<file path="src/hw/acr_pkg.sv">
// Purpose: Shared constants and types for the amplifier control bank
// Assumes: 8-bit register bank behind a two-wire slave port
// Notes:   Reserved bits are masked on write and read back as zero
package acr_pkg;

    // ****************************************
    // Bus identity and register offsets
    // ****************************************
    localparam logic [6:0] DEV_ADDR   = 7'h44;
    localparam logic [3:0] OFS_CTRL   = 4'h0;
    localparam logic [3:0] OFS_THR    = 4'h1;
    localparam logic [3:0] OFS_XPD    = 4'h2;
    localparam logic [3:0] OFS_AMP    = 4'h3;
    localparam logic [3:0] OFS_RXO    = 4'h7;
    localparam logic [3:0] OFS_LVL    = 4'hb;
    localparam logic [3:0] OFS_FMK    = 4'hc;
    localparam logic [3:0] OFS_RMK    = 4'hd;
    localparam logic [3:0] OFS_STAT   = 4'hf;
    localparam int         NUM_REGS   = 16;
    localparam logic [7:0] RESET_VAL  = 8'h00;

    // ****************************************
    // Writable-bit masks
    // ****************************************
    localparam logic [7:0] MSK_CTRL   = 8'h3e;
    localparam logic [7:0] MSK_FULL   = 8'hff;
    localparam logic [7:0] MSK_XPD    = 8'h3f;
    localparam logic [7:0] MSK_AMP    = 8'h07;
    localparam logic [7:0] MSK_RXO    = 8'h8d;
    localparam logic [7:0] MSK_STAT   = 8'h7f;
    localparam logic [7:0] MSK_NONE   = 8'h00;

    // ****************************************
    // Field positions
    // ****************************************
    localparam int BIT_CLK_GATE = 5;
    localparam int BIT_INVERT   = 4;
    localparam int BIT_OFF      = 3;
    localparam int BIT_RANGE    = 2;
    localparam int BIT_OC_OFF   = 1;
    localparam int BIT_FLAG     = 7;
    localparam int BIT_BIAS     = 0;
    localparam int XP_LSB       = 4;
    localparam int DE_LSB       = 0;
    localparam int RXT_LSB      = 2;
    localparam int CODE7_LSB    = 0;
    localparam logic [7:0] THR_ZERO = 8'h80;

    function automatic logic [7:0] acr_wmask(input logic [3:0] idx);
        case (idx)
            OFS_CTRL: acr_wmask = MSK_CTRL;
            OFS_THR:  acr_wmask = MSK_FULL;
            OFS_XPD:  acr_wmask = MSK_XPD;
            OFS_AMP:  acr_wmask = MSK_AMP;
            OFS_RXO:  acr_wmask = MSK_RXO;
            OFS_LVL:  acr_wmask = MSK_FULL;
            OFS_FMK:  acr_wmask = MSK_FULL;
            OFS_RMK:  acr_wmask = MSK_FULL;
            default:  acr_wmask = MSK_NONE;
        endcase
    endfunction

    typedef enum logic [9:0] {
        ST_IDLE  = 10'b00_0000_0001,
        ST_ADDR  = 10'b00_0000_0010,
        ST_AACK  = 10'b00_0000_0100,
        ST_REG   = 10'b00_0000_1000,
        ST_RACK  = 10'b00_0001_0000,
        ST_WDATA = 10'b00_0010_0000,
        ST_WACK  = 10'b00_0100_0000,
        ST_RDATA = 10'b00_1000_0000,
        ST_MACK  = 10'b01_0000_0000,
        ST_HOLD  = 10'b10_0000_0000
    } acr_state_e;

    typedef struct packed {
        logic       serial_clock_gate;
        logic       output_invert;
        logic       output_off;
        logic       loss_range_high;
        logic       offset_cancel_off;
        logic [7:0] threshold_code;
        logic [1:0] crosspoint_range;
        logic [3:0] deemphasis_code;
        logic [2:0] swing_code;
        logic       rx_tuning_sel;
        logic [1:0] rx_tuning_code;
        logic       input_bias_boost;
        logic       assert_level_source;
        logic [6:0] assert_level_code;
        logic       fall_mask_enable;
        logic [6:0] fall_mask_time;
        logic       rise_mask_enable;
        logic [6:0] rise_mask_time;
    } acr_cfg_s;

    typedef struct packed {
        logic       adjust_off;
        logic       shift_pos;
        logic       shift_neg;
        logic       zero_powered;
        logic [6:0] magnitude;
    } acr_thr_s;

endpackage

</file>
<file path="src/hw/acr_pin_edge.sv">
// Purpose: Registers a bus pin and flags its edges
// Assumes: Pin is synchronous to clk
// Notes:   Idles high, like an undriven two-wire line
`timescale 1ns/1ns
module acr_pin_edge (
    input  wire logic clk,
    input  wire logic rst_b,
    input  wire logic pin,
    output logic      level,
    output logic      rise,
    output logic      fall
);
    logic prev;

    always_ff @(posedge clk or negedge rst_b) begin
        if (!rst_b) begin
            level <= 1'b1;
            prev  <= 1'b1;
        end else begin
            level <= pin;
            prev  <= level;
        end
    end

    assign rise = level & ~prev;
    assign fall = ~level & prev;

endmodule // acr_pin_edge

</file>
<file path="src/hw/acr_thr_dec.sv">
// Purpose: Decodes the input threshold code into shift controls
// Assumes: Purely combinational, registered by the caller
// Notes:   Magnitude 127 is the largest shift either way
`timescale 1ns/1ns
module acr_thr_dec (
    input  wire logic [7:0]       code,
    output acr_pkg::acr_thr_s     thr
);
    always_comb begin
        thr = '0;
        if (code == 8'h00) begin
            thr.adjust_off = 1'b1;                        // RL7
        end else if (code < acr_pkg::THR_ZERO) begin
            thr.shift_pos = 1'b1;                         // RL8
            thr.magnitude = 7'(acr_pkg::THR_ZERO - code); // RL8
        end else if (code == acr_pkg::THR_ZERO) begin
            thr.zero_powered = 1'b1;                      // RL9
        end else begin
            thr.shift_neg = 1'b1;                         // RL10
            thr.magnitude = 7'(code - acr_pkg::THR_ZERO); // RL10
        end
    end

endmodule // acr_thr_dec

</file>
<file path="src/hw/acr_amp_ctl.sv">
// Purpose: Two-wire slave port and control register bank
// Assumes: Pins synchronous to clk; clk far faster than serial clock
// Notes:   One data byte per transfer; extra bytes are not acknowledged
//
// Overview of operation
// RL1 - Clock-gate bit set and disable pin high: serial clock ignored.
// RL2 - Control bit 4 set inverts data output polarity.
// RL3 - Control bit 2 selects high or low loss assert range.
// RL4 - Control bit 1 set turns off input offset cancellation.
// RL5 - Control register layout: bits 5..1 used, bits 7, 6, 0 unused.
// RL6 - Threshold register holds a full 8-bit adjust code.
// RL7 - Threshold code zero switches the adjust circuit off.
// RL8 - Codes 1 to 127 shift positive, largest at code 1.
// RL9 - Code 128 gives zero shift with the circuit still powered.
// RL10 - Codes 129 to 255 shift negative, largest at code 255.
// RL11 - Register 2: crosspoint range bits 5:4, de-emphasis bits 3:0.
// RL12 - Register 3: 3-bit swing code in bits 2:0.
// RL13 - Register 7: select bit 7, tuning bits 3:2, bias bit 0.
// RL14 - Register 11: source select bit 7, assert level bits 6:0.
// RL15 - Register 12: fall mask enable bit 7, time bits 6:0.
// RL16 - Register 13: rise mask enable bit 7, time bits 6:0.
// RL17 - Register 15 reports 7-bit loss level, bit 7 zero.
// RL18 - Slave address 1000100; direction bit zero writes, one reads.
// RL19 - Registers 0 to 13 read and write; register 15 read only. Here registers 4 to 6 and 8 to 10 ignore writes and read zero.
// RL20 - Exactly one data byte moves between start and stop.
// RL21 - Unused bits ignore writes and read back zero.
`timescale 1ns/1ns
module acr_amp_ctl (
    input  wire logic        clk,
    input  wire logic        rst_b,
    input  wire logic        scl,
    input  wire logic        sda_in,
    input  wire logic        output_off_pin,
    input  wire logic [6:0]  loss_level_in,
    output logic             sda_out,
    output logic             sda_oe,
    output acr_pkg::acr_cfg_s cfg,
    output acr_pkg::acr_thr_s thr
);

    // ****************************************
    // Reset release
    // ****************************************
    logic rst_q0;
    logic rst_sync_b;

    always_ff @(posedge clk or negedge rst_b) begin
        if (!rst_b) begin
            rst_q0     <= 1'b0;
            rst_sync_b <= 1'b0;
        end else begin
            rst_q0     <= 1'b1;
            rst_sync_b <= rst_q0;
        end
    end

    // ****************************************
    // Pin edges and bus conditions
    // ****************************************
    logic scl_lvl;
    logic scl_rise;
    logic scl_fall;
    logic sda_lvl;
    logic sda_rise;
    logic sda_fall;

    acr_pin_edge u_scl_edge (
        .clk   (clk),
        .rst_b (rst_sync_b),
        .pin   (scl),
        .level (scl_lvl),
        .rise  (scl_rise),
        .fall  (scl_fall)
    );

    acr_pin_edge u_sda_edge (
        .clk   (clk),
        .rst_b (rst_sync_b),
        .pin   (sda_in),
        .level (sda_lvl),
        .rise  (sda_rise),
        .fall  (sda_fall)
    );

    logic [7:0] regs [acr_pkg::NUM_REGS];
    logic       gate;
    logic       rise_g;
    logic       fall_g;
    logic       start_det;
    logic       stop_det;

    // Gating freezes the port; edges and conditions are all dropped
    assign gate      = regs[acr_pkg::OFS_CTRL][acr_pkg::BIT_CLK_GATE]
                       & output_off_pin;             // RL1
    assign rise_g    = scl_rise & ~gate;             // RL1
    assign fall_g    = scl_fall & ~gate;             // RL1
    assign start_det = sda_fall & scl_lvl & ~gate;
    assign stop_det  = sda_rise & scl_lvl & ~gate;

    // ****************************************
    // Protocol state
    // ****************************************
    acr_pkg::acr_state_e state;
    acr_pkg::acr_state_e next_state;
    logic [3:0] bitcnt;
    logic [7:0] shreg;
    logic [7:0] tx;
    logic [7:0] ptr;
    logic       rw;
    logic       byte_full;
    logic       addr_hit;
    logic       wr_en;
    logic       rx_state;
    logic [7:0] rd_byte;

    assign byte_full = (bitcnt == 4'd8);
    assign addr_hit  = (shreg[7:1] == acr_pkg::DEV_ADDR);   // RL18
    assign rx_state  = (state == acr_pkg::ST_ADDR)
                     | (state == acr_pkg::ST_REG)
                     | (state == acr_pkg::ST_WDATA);
    assign wr_en     = (state == acr_pkg::ST_WDATA)
                     & fall_g & byte_full;           // RL20

    always_comb begin
        next_state = state;
        if (stop_det) begin
            next_state = acr_pkg::ST_IDLE;
        end else if (start_det) begin
            next_state = acr_pkg::ST_ADDR;
        end else if (fall_g) begin
            case (state)
                acr_pkg::ST_ADDR: begin
                    if (byte_full) begin
                        next_state = addr_hit ? acr_pkg::ST_AACK
                                              : acr_pkg::ST_HOLD;
                    end
                end
                acr_pkg::ST_AACK: begin
                    next_state = rw ? acr_pkg::ST_RDATA
                                    : acr_pkg::ST_REG;  // RL18
                end
                acr_pkg::ST_REG: begin
                    if (byte_full) begin
                        next_state = acr_pkg::ST_RACK;
                    end
                end
                acr_pkg::ST_RACK: begin
                    next_state = acr_pkg::ST_WDATA;
                end
                acr_pkg::ST_WDATA: begin
                    if (byte_full) begin
                        next_state = acr_pkg::ST_WACK;
                    end
                end
                acr_pkg::ST_WACK: begin
                    next_state = acr_pkg::ST_HOLD;     // RL20
                end
                acr_pkg::ST_RDATA: begin
                    if (bitcnt == 4'd7) begin
                        next_state = acr_pkg::ST_MACK;
                    end
                end
                acr_pkg::ST_MACK: begin
                    next_state = acr_pkg::ST_HOLD;     // RL20
                end
                default: begin
                    next_state = state;
                end
            endcase
        end
    end

    always_ff @(posedge clk or negedge rst_sync_b) begin
        if (!rst_sync_b) begin
            state <= acr_pkg::ST_IDLE;
        end else begin
            state <= next_state;
        end
    end

    // Bits are sampled on the rise, counter cleared on every move
    always_ff @(posedge clk or negedge rst_sync_b) begin
        if (!rst_sync_b) begin
            bitcnt <= 4'h0;
            shreg  <= 8'h00;
        end else if (next_state != state) begin
            bitcnt <= 4'h0;
        end else if (rise_g && rx_state && !byte_full) begin
            bitcnt <= bitcnt + 4'h1;
            shreg  <= {shreg[6:0], sda_lvl};
        end else if (fall_g && state == acr_pkg::ST_RDATA) begin
            bitcnt <= bitcnt + 4'h1;
        end
    end

    always_ff @(posedge clk or negedge rst_sync_b) begin
        if (!rst_sync_b) begin
            rw  <= 1'b0;
            ptr <= 8'h00;
        end else begin
            if (state == acr_pkg::ST_ADDR && next_state ==
                acr_pkg::ST_AACK) begin
                rw <= shreg[0];                          // RL18
            end
            if (state == acr_pkg::ST_REG && next_state ==
                acr_pkg::ST_RACK) begin
                ptr <= shreg;
            end
        end
    end

    // ****************************************
    // Read path
    // ****************************************
    // Addresses above 15 and holes in the map read as zero
    always_comb begin
        rd_byte = 8'h00;
        if (ptr[7:4] != 4'h0) begin
            rd_byte = 8'h00;
        end else if (ptr[3:0] == acr_pkg::OFS_STAT) begin
            rd_byte = {1'b0, loss_level_in};             // RL17
        end else begin
            rd_byte = regs[ptr[3:0]];                    // RL19
        end
    end

    always_ff @(posedge clk or negedge rst_sync_b) begin
        if (!rst_sync_b) begin
            tx <= 8'h00;
        end else if (state == acr_pkg::ST_AACK && fall_g && rw) begin
            tx <= rd_byte;
        end else if (state == acr_pkg::ST_RDATA && fall_g) begin
            tx <= {tx[6:0], 1'b0};
        end
    end

    // Open drain: only ever pull low, release for a one
    always_comb begin
        case (state)
            acr_pkg::ST_AACK:  sda_oe = 1'b1;
            acr_pkg::ST_RACK:  sda_oe = 1'b1;
            acr_pkg::ST_WACK:  sda_oe = 1'b1;
            acr_pkg::ST_RDATA: sda_oe = ~tx[7];
            default:           sda_oe = 1'b0;
        endcase
    end

    always_ff @(posedge clk or negedge rst_sync_b) begin
        if (!rst_sync_b) begin
            sda_out <= 1'b0;
        end else begin
            sda_out <= 1'b0;
        end
    end

    // ****************************************
    // Register bank
    // ****************************************
    // Status slot and map holes have an empty mask, so stay zero
    for (genvar i = 0; i < acr_pkg::NUM_REGS; i++) begin : g_reg
        always_ff @(posedge clk or negedge rst_sync_b) begin
            if (!rst_sync_b) begin
                regs[i] <= acr_pkg::RESET_VAL;
            end else if (wr_en && ptr == 8'(i)) begin
                regs[i] <= shreg & acr_pkg::acr_wmask(4'(i)); // RL21
            end
        end
    end

    // ****************************************
    // Configuration fields
    // ****************************************
    always_comb begin
        cfg = '0;
        cfg.serial_clock_gate   =
            regs[acr_pkg::OFS_CTRL][acr_pkg::BIT_CLK_GATE];    // RL5
        cfg.output_invert       =
            regs[acr_pkg::OFS_CTRL][acr_pkg::BIT_INVERT];      // RL2
        cfg.output_off          =
            regs[acr_pkg::OFS_CTRL][acr_pkg::BIT_OFF];         // RL5
        cfg.loss_range_high     =
            regs[acr_pkg::OFS_CTRL][acr_pkg::BIT_RANGE];       // RL3
        cfg.offset_cancel_off   =
            regs[acr_pkg::OFS_CTRL][acr_pkg::BIT_OC_OFF];      // RL4
        cfg.threshold_code      = regs[acr_pkg::OFS_THR];      // RL6
        cfg.crosspoint_range    =
            regs[acr_pkg::OFS_XPD][acr_pkg::XP_LSB +: 2];      // RL11
        cfg.deemphasis_code     =
            regs[acr_pkg::OFS_XPD][acr_pkg::DE_LSB +: 4];      // RL11
        cfg.swing_code          = regs[acr_pkg::OFS_AMP][2:0]; // RL12
        cfg.rx_tuning_sel       =
            regs[acr_pkg::OFS_RXO][acr_pkg::BIT_FLAG];         // RL13
        cfg.rx_tuning_code      =
            regs[acr_pkg::OFS_RXO][acr_pkg::RXT_LSB +: 2];     // RL13
        cfg.input_bias_boost    =
            regs[acr_pkg::OFS_RXO][acr_pkg::BIT_BIAS];         // RL13
        cfg.assert_level_source =
            regs[acr_pkg::OFS_LVL][acr_pkg::BIT_FLAG];         // RL14
        cfg.assert_level_code   =
            regs[acr_pkg::OFS_LVL][acr_pkg::CODE7_LSB +: 7];   // RL14
        cfg.fall_mask_enable    =
            regs[acr_pkg::OFS_FMK][acr_pkg::BIT_FLAG];         // RL15
        cfg.fall_mask_time      =
            regs[acr_pkg::OFS_FMK][acr_pkg::CODE7_LSB +: 7];   // RL15
        cfg.rise_mask_enable    =
            regs[acr_pkg::OFS_RMK][acr_pkg::BIT_FLAG];         // RL16
        cfg.rise_mask_time      =
            regs[acr_pkg::OFS_RMK][acr_pkg::CODE7_LSB +: 7];   // RL16
    end

    // ****************************************
    // Threshold decode
    // ****************************************
    acr_pkg::acr_thr_s next_thr;

    acr_thr_dec u_thr_dec (
        .code (regs[acr_pkg::OFS_THR]),
        .thr  (next_thr)
    );

    always_ff @(posedge clk or negedge rst_sync_b) begin
        if (!rst_sync_b) begin
            thr <= '0;
        end else begin
            thr <= next_thr;                                   // RL7
        end
    end
endmodule // acr_amp_ctl

</file>
<file path="config.mk">
export PLATFORM = sky130hd
export DESIGN_NAME = acr_amp_ctl
export DESIGN_NICKNAME = d
export VERILOG_FILES = /design/src/hw/acr_pkg.sv /design/src/hw/acr_pin_edge.sv /design/src/hw/acr_thr_dec.sv /design/src/hw/acr_amp_ctl.sv
export SDC_FILE = /design/constraint.sdc
export NUM_CORES = 1
export LEC_CHECK = 0
export ABC_AREA = 1
export BUFFER_PORTS_ARGS = -buffer_cell sky130_fd_sc_hd__buf_2
export CAP_MARGIN = 25
export CORE_UTILIZATION = 50
export CTS_CLUSTER_DIAMETER = 150
export DETAILED_ROUTE_END_ITERATION = 7
export PLACE_DENSITY = 0.68
export SETUP_SLACK_MARGIN = 0.05
export SYNTH_ARGS = -nofsm -noshare
export SYNTH_HDL_FRONTEND = slang
export SYNTH_SLANG_ARGS = --single-unit
</file>
<file path="constraint.sdc">
create_clock -name clk -period 9.7 [get_ports clk]
set_input_delay 2.91 -clock clk [delete_from_list [all_inputs] [get_ports clk]]
set_output_delay 2.91 -clock clk [all_outputs]
set_load 0.05 [all_outputs]
</file>
# Word-level counts from Yosys, hierarchy flattened
# Index checks and enable logic that the tools add are counted.
# op_classes
eq_ne,23
n_addsub,3
bitwise,23
muxes,29
reduce_logical,24
n_lt_le_gt_ge,2
# op_table
cell,n
$mux 10,9
$pmux 10 s7,1
$mux 8,7
$bmux 8 s4,1
$eq 8x4->1 const B,3
$eq 10x3->1 const B,2
$eq 10x5->1 const B,2
$eq 8x2->1 const B,2
$logic_not 8->1,2
$logic_and 1x1->1,15
$mux 7,2
$and 1x1->1,13
$mux 4,3
$eq 10x2->1 const B,1
$eq 10x4->1 const B,1
$eq 10x6->1 const B,1
$eq 10x7->1 const B,1
$eq 10x8->1 const B,1
$eq 10x9->1 const B,1
$ne 10x10->1,1
$eq 4x4->1 const B,2
$eq 8x1->1 const B,1
$eq 8x3->1 const B,1
$eq 8x8->1 const B,1
20 further kinds,30
# word_totals
elab_cells,129
reg_bits,106
input_bits,12

# Longest topological paths before layout
# logic_depth
depth_word,10
depth_mapped,18
depth_no_buf,18

# Modules after synthesis
# A second synthesis with hierarchy kept.
# hier_totals
cells_unflattened,703
hier_area_um2,5472.7
# by_module_without_submodules
mod,area_per_inst_um2,seq_area_each_um2,cells_each,instances
acr_amp_ctl,5143.7,2553.7,650,1
acr_thr_dec,193.9,0.0,41,1
acr_pin_edge,67.6,52.6,6,2

# Least setup slack after synthesis
# Ideal clock, no wire load.
# synth_path
path_kind,flip-flop to output port
startpoint,register state[6]
endpoint,output port sda_oe
path_stages_with_launch,6
t_required_ns,6.790
arrival_time_ns,1.673
path_slack_ns,5.117
cell_sequence,dfrtp_1 inv_2 nand2_1 nor2_1 nand3_2 o2111ai_1
# synth_via
elab_chain_cells,3
elab_cells_between_ends,6
cone_classes,eq/ne (4); mux (1); reduce/logical (1)
# synth_lines
item,line,text
"start, declared",acr_amp_ctl.sv:103,acr_pkg::acr_state_e state;
"start signal, assigned",acr_amp_ctl.sv:175,state <= acr_pkg::ST_IDLE;
"start signal, assigned",acr_amp_ctl.sv:177,state <= next_state;
$eq 10x3->1 (tied with other cells),acr_amp_ctl.sv:239,case (state)
$reduce_or 3->1 (no source line),n/a,
$pmux 1 s2 (*),acr_amp_ctl.sv:239,
"end, declared",acr_amp_ctl.sv:36,"output logic sda_oe,"
# Every way passes the cells marked *; elsewhere a longest branch is shown, timed or not.

# Worst setup path in the final report
# Ends and elaborated chain as after synthesis.

==> metrics.log <==
[metrics] outcome: finished clean
[metrics] router iterations before antenna repair: 5
[metrics] number of enable flip-flop cells after synthesis: 0
[metrics] number of maximum-capacitance constraint violations: 0
[metrics] worst-case hold slack: 0.291 ns
[metrics] Clock Skews: 0.0117 ns
[metrics] area of placed instances: 0.00590 mm^2
[metrics] Area Growth Syn to Fin: 12.7%
[metrics] most used flip-flop cell after synthesis: dfrtp_1
[metrics] Core Util, Final: 58.6%
[metrics] Remaining DRCs: 0
[metrics] worst hold-check path type: flop to async pin
[metrics] portion of synthesized cell area occupied by the leading cell type: 46.9%
[metrics] vias per cell: 5.72
[metrics] final routed wirelength across all metal layers: 15400 um
[metrics] Seq/Total Area, Yosys: 49.3%
[metrics] hold bufs inserted after CTS: 0
[metrics] GRT Residual Overflow: 0
[metrics] post-synth cell types: 44
[metrics] full die area: 0.0112 mm^2
[metrics] instance count after placement with tap cells included: 871
[metrics] vias in the first global route: 4658
[metrics] maximum clock insertion buffer count: 2
[metrics] Design Area, Final: 0.00608 mm^2
[metrics] Fill cells: 981
[metrics] fraction of synthesis flops using an asynchronous set or reset pin: 100%
[metrics] fraction of layout cells with a size suffix above 1: 18.0%
[metrics] cell count after synthesis: 672
[metrics] Slowest-stage cell, CP: dfrtp_1
[metrics] Max Clk Rate: 208 MHz
[metrics] ranking of synthesized cells by instance count: 173 x nand2_1, 101 x dfrtp_1, 77 x o21ai_0, 72 x inv_1, 53 x nor2_1
[metrics] All-Layer GR Usage: 29.2%
[metrics] Post-Syn Area: 0.00539 mm^2
[metrics] Synthesis Warnings: 0
[metrics] count of inserted antenna diode cells: 0
[metrics] Multi-input gate area: 0.00237 mm^2
[metrics] starting utilization of the core area: 52.0%
[metrics] transition time at the pin with the least slew margin: 1.00 ns
[metrics] estimated wirelength of the detail-placed design: 11400 um
[metrics] IO buf count: 73
[metrics] count of routing violations after the opening detailed-route iteration: 551
[metrics] critical path class: flop to output port
[metrics] syn nets: 687
[metrics] Setup Buffers After CTS: 0
[metrics] dominant cell type by area after synthesis: dfrtp_1
[metrics] number of vias in the routed layout: 5070
[metrics] global-route wire length before repair: 24700 um
[metrics] post-layout min period: 4.82 ns
[metrics] area of all sequential standard cells: 0.00266 mm^2
[metrics] clock tree root buffer cell: clkbuf_8
[metrics] final non-filler cell total: 887
[metrics] Leak: 3.17 nW
[metrics] Avg Cell Area, Syn: 8.03 um^2
[metrics] power density cells: 159 mW/mm^2
[metrics] TritonCTS clock tree: yes
[metrics] Fin Setup TNS: 0 ns
[metrics] number of levels the H-tree was split into: 3
[metrics] cts bufs inserted: 9
[metrics] fraction of the cycle the final worst path needs: 49.6%
[metrics] number of clock sinks seen by CTS: 106
[metrics] count of state elements after synthesis: 106
[metrics] unrepaired setup endpoints after global routing: false
[metrics] crit-path max FO: 6
[metrics] worst slew slack as a fraction of its limit: 33.0%
[metrics] final setup violation count: 0
[metrics] maximum single-stage delay on the critical path: 0.47 ns
[metrics] largest net degree at the start of global routing: 71
[metrics] clock slew at reported path FFs: 0.11 ns
[metrics] list of cells traversed by the critical path: inv_2, nand2_1, nor2_1, nand3_2, o2111ai_1, buf_2
[metrics] peak supply drop: 0.000135 V
[metrics] ranking of synthesized cells by area: dfrtp_1 47%, nand2_1 12%, o21ai_0 7.1%
[metrics] Fin. Hold Viols: 0
[metrics] number of nets with antenna violations after routing: 0
[metrics] routability congestion estimate from global placement: 0.907
[metrics] CP endpoint kind: output port
[metrics] final slew viol count: 0
[metrics] Required @ worst endpoint: 6.79 ns
[metrics] total number of placement rows: 37
[metrics] arrival time at the worst endpoint: 1.91 ns
[metrics] Vert. Die Dim: 106 um
[metrics] Die W: 106 um
[metrics] later-pin clock latency in the skew report: 0.39 ns
[metrics] cells resized by post-CTS repair: 0
[metrics] antenna violations before repair: 0
[metrics] number of nets in the final layout: 761
[metrics] most used standard cell by instance count after synthesis: nand2_1
[metrics] detailed-route wire length per cell: 17.4 um
[metrics] CORE AREA: 0.0104 mm^2
[metrics] startpoint types: flop
[metrics] number of top-level pins: 75
## critical path: cells and delay by family, from the launching register on
family,cells,cell delay (ns)
flip-flops,1,0.47
AO/OA/AOI/OAI,1,0.20
buffers and inverters,2,0.40
AND/OR/NAND/NOR,3,0.45
## flip-flops by register name, indices dropped and copies added (netlist names)
register          cells
bitcnt                4
cfg                  50
ptr                   8
rst_q0                1
rst_sync_b            1
rw                    1
shreg                 8
state                10
thr                  11
tx                    8
u_scl_edge.level      1
u_scl_edge.prev       1
u_sda_edge.level      1
u_sda_edge.prev       1
## where the power goes
| part | internal (mW) | switching [mW] |
|---|---|---|
| registers | 0.466 | 0.0243 |
| clock network | 0.0967 | 0.163 |
| logic | 0.0597 | 0.157 |
| total | 0.623 | 0.345 |
## kinds of logic after synthesis
| kind of cell | synth area share, % |
|---|---|
| fa+ha+maj | 0.696 |
| buf+inv | 6.70 |
| other cells | 0.139 |
| flops | 49.3 |
| simple gates | 27.4 |
| compound gates | 14.9 |
| xor+xnor | 0.812 |
## cells in the final DEF, fill, tap and decap left out, types with 3 or more instances in the layout
| cell type | synthesis | layout |
|---|---|---|
| clkinv_4 | 0 | 3 |
| nor3_1 | 9 | 9 |
| nand3_1 | 36 | 36 |
| o211ai_1 | 7 | 7 |
| a21oi_1 | 22 | 22 |
| dfstp_2 | 5 | 5 |
| clkbuf_8 | 0 | 9 |
| buf_4 | 1 | 3 |
| nand4_1 | 23 | 23 |
| nor2_1 | 53 | 53 |
| o22ai_1 | 4 | 4 |
| buf_2 | 2 | 73 |
| nor2_2 | 6 | 6 |
| nand3_2 | 6 | 6 |
| xor2_1 | 5 | 5 |
| ha_1 | 3 | 3 |
| a221oi_1 | 9 | 9 |
| inv_1 | 72 | 72 |
| nand2_2 | 6 | 6 |
| nand2_1 | 173 | 173 |
| a22oi_1 | 6 | 6 |
| nor2_4 | 4 | 4 |
| inv_2 | 7 | 7 |
| o21ai_0 | 77 | 77 |
| dfrtp_1 | 101 | 100 |
## per-layer routing
layer	vias up	global-route usage (%)	share of wire, %	wire, um
li1	2397	-	-	-
met1	2410	44.3	47	7180
met2	241	40.5	43	6580
met3	22	7.92	9.1	1400
met4	0	8.43	1.5	224
met5	-	0	0	0
## stage by stage
step           total power [mW]  setup WS [ns]
3_5_place_dp              0.713           4.55
3_3_place_gp              0.710           4.63
4_1_cts                   0.971           4.87
5_1_grt                    1.02           4.72
6_report                  0.968           4.88
2_1_floorplan             0.652           5.12
## worst paths after layout
kind | endpoint | startpoint | slack [ns] | depth (start not counted)
worst max-delay path | sda_oe | state[6]$_DFF_PN0_ | 4.88 | 6
worst min-delay path | cfg[6]$_DFFE_PN0P_ | rst_sync_b$_DFF_PN0_ | 0.29 | 0
worst max register to register | cfg[37]$_DFFE_PN0P_ | cfg[49]$_DFFE_PN0P_ | 6.97 | 10
worst min register to register | cfg[6]$_DFFE_PN0P_ | rst_sync_b$_DFF_PN0_ | 0.29 | 0
max in group asynchronous | rst_sync_b$_DFF_PN0_ | rst_b | 7.32 | 1
min in group clk | rst_sync_b$_DFF_PN0_ | rst_q0$_DFF_PN0_ | 0.36 | 0
## layout make-up
type | instances | area share, %
timing repair buffer | 76 | 6.38
tap | 136 | 2.80
clock inverter | 6 | 0.844
inverter | 81 | 5.04
clock buffer | 10 | 2.10
sequential | 106 | 43.8
multi-input combinational | 472 | 39.0
Power figures use the tool's default switching activity.
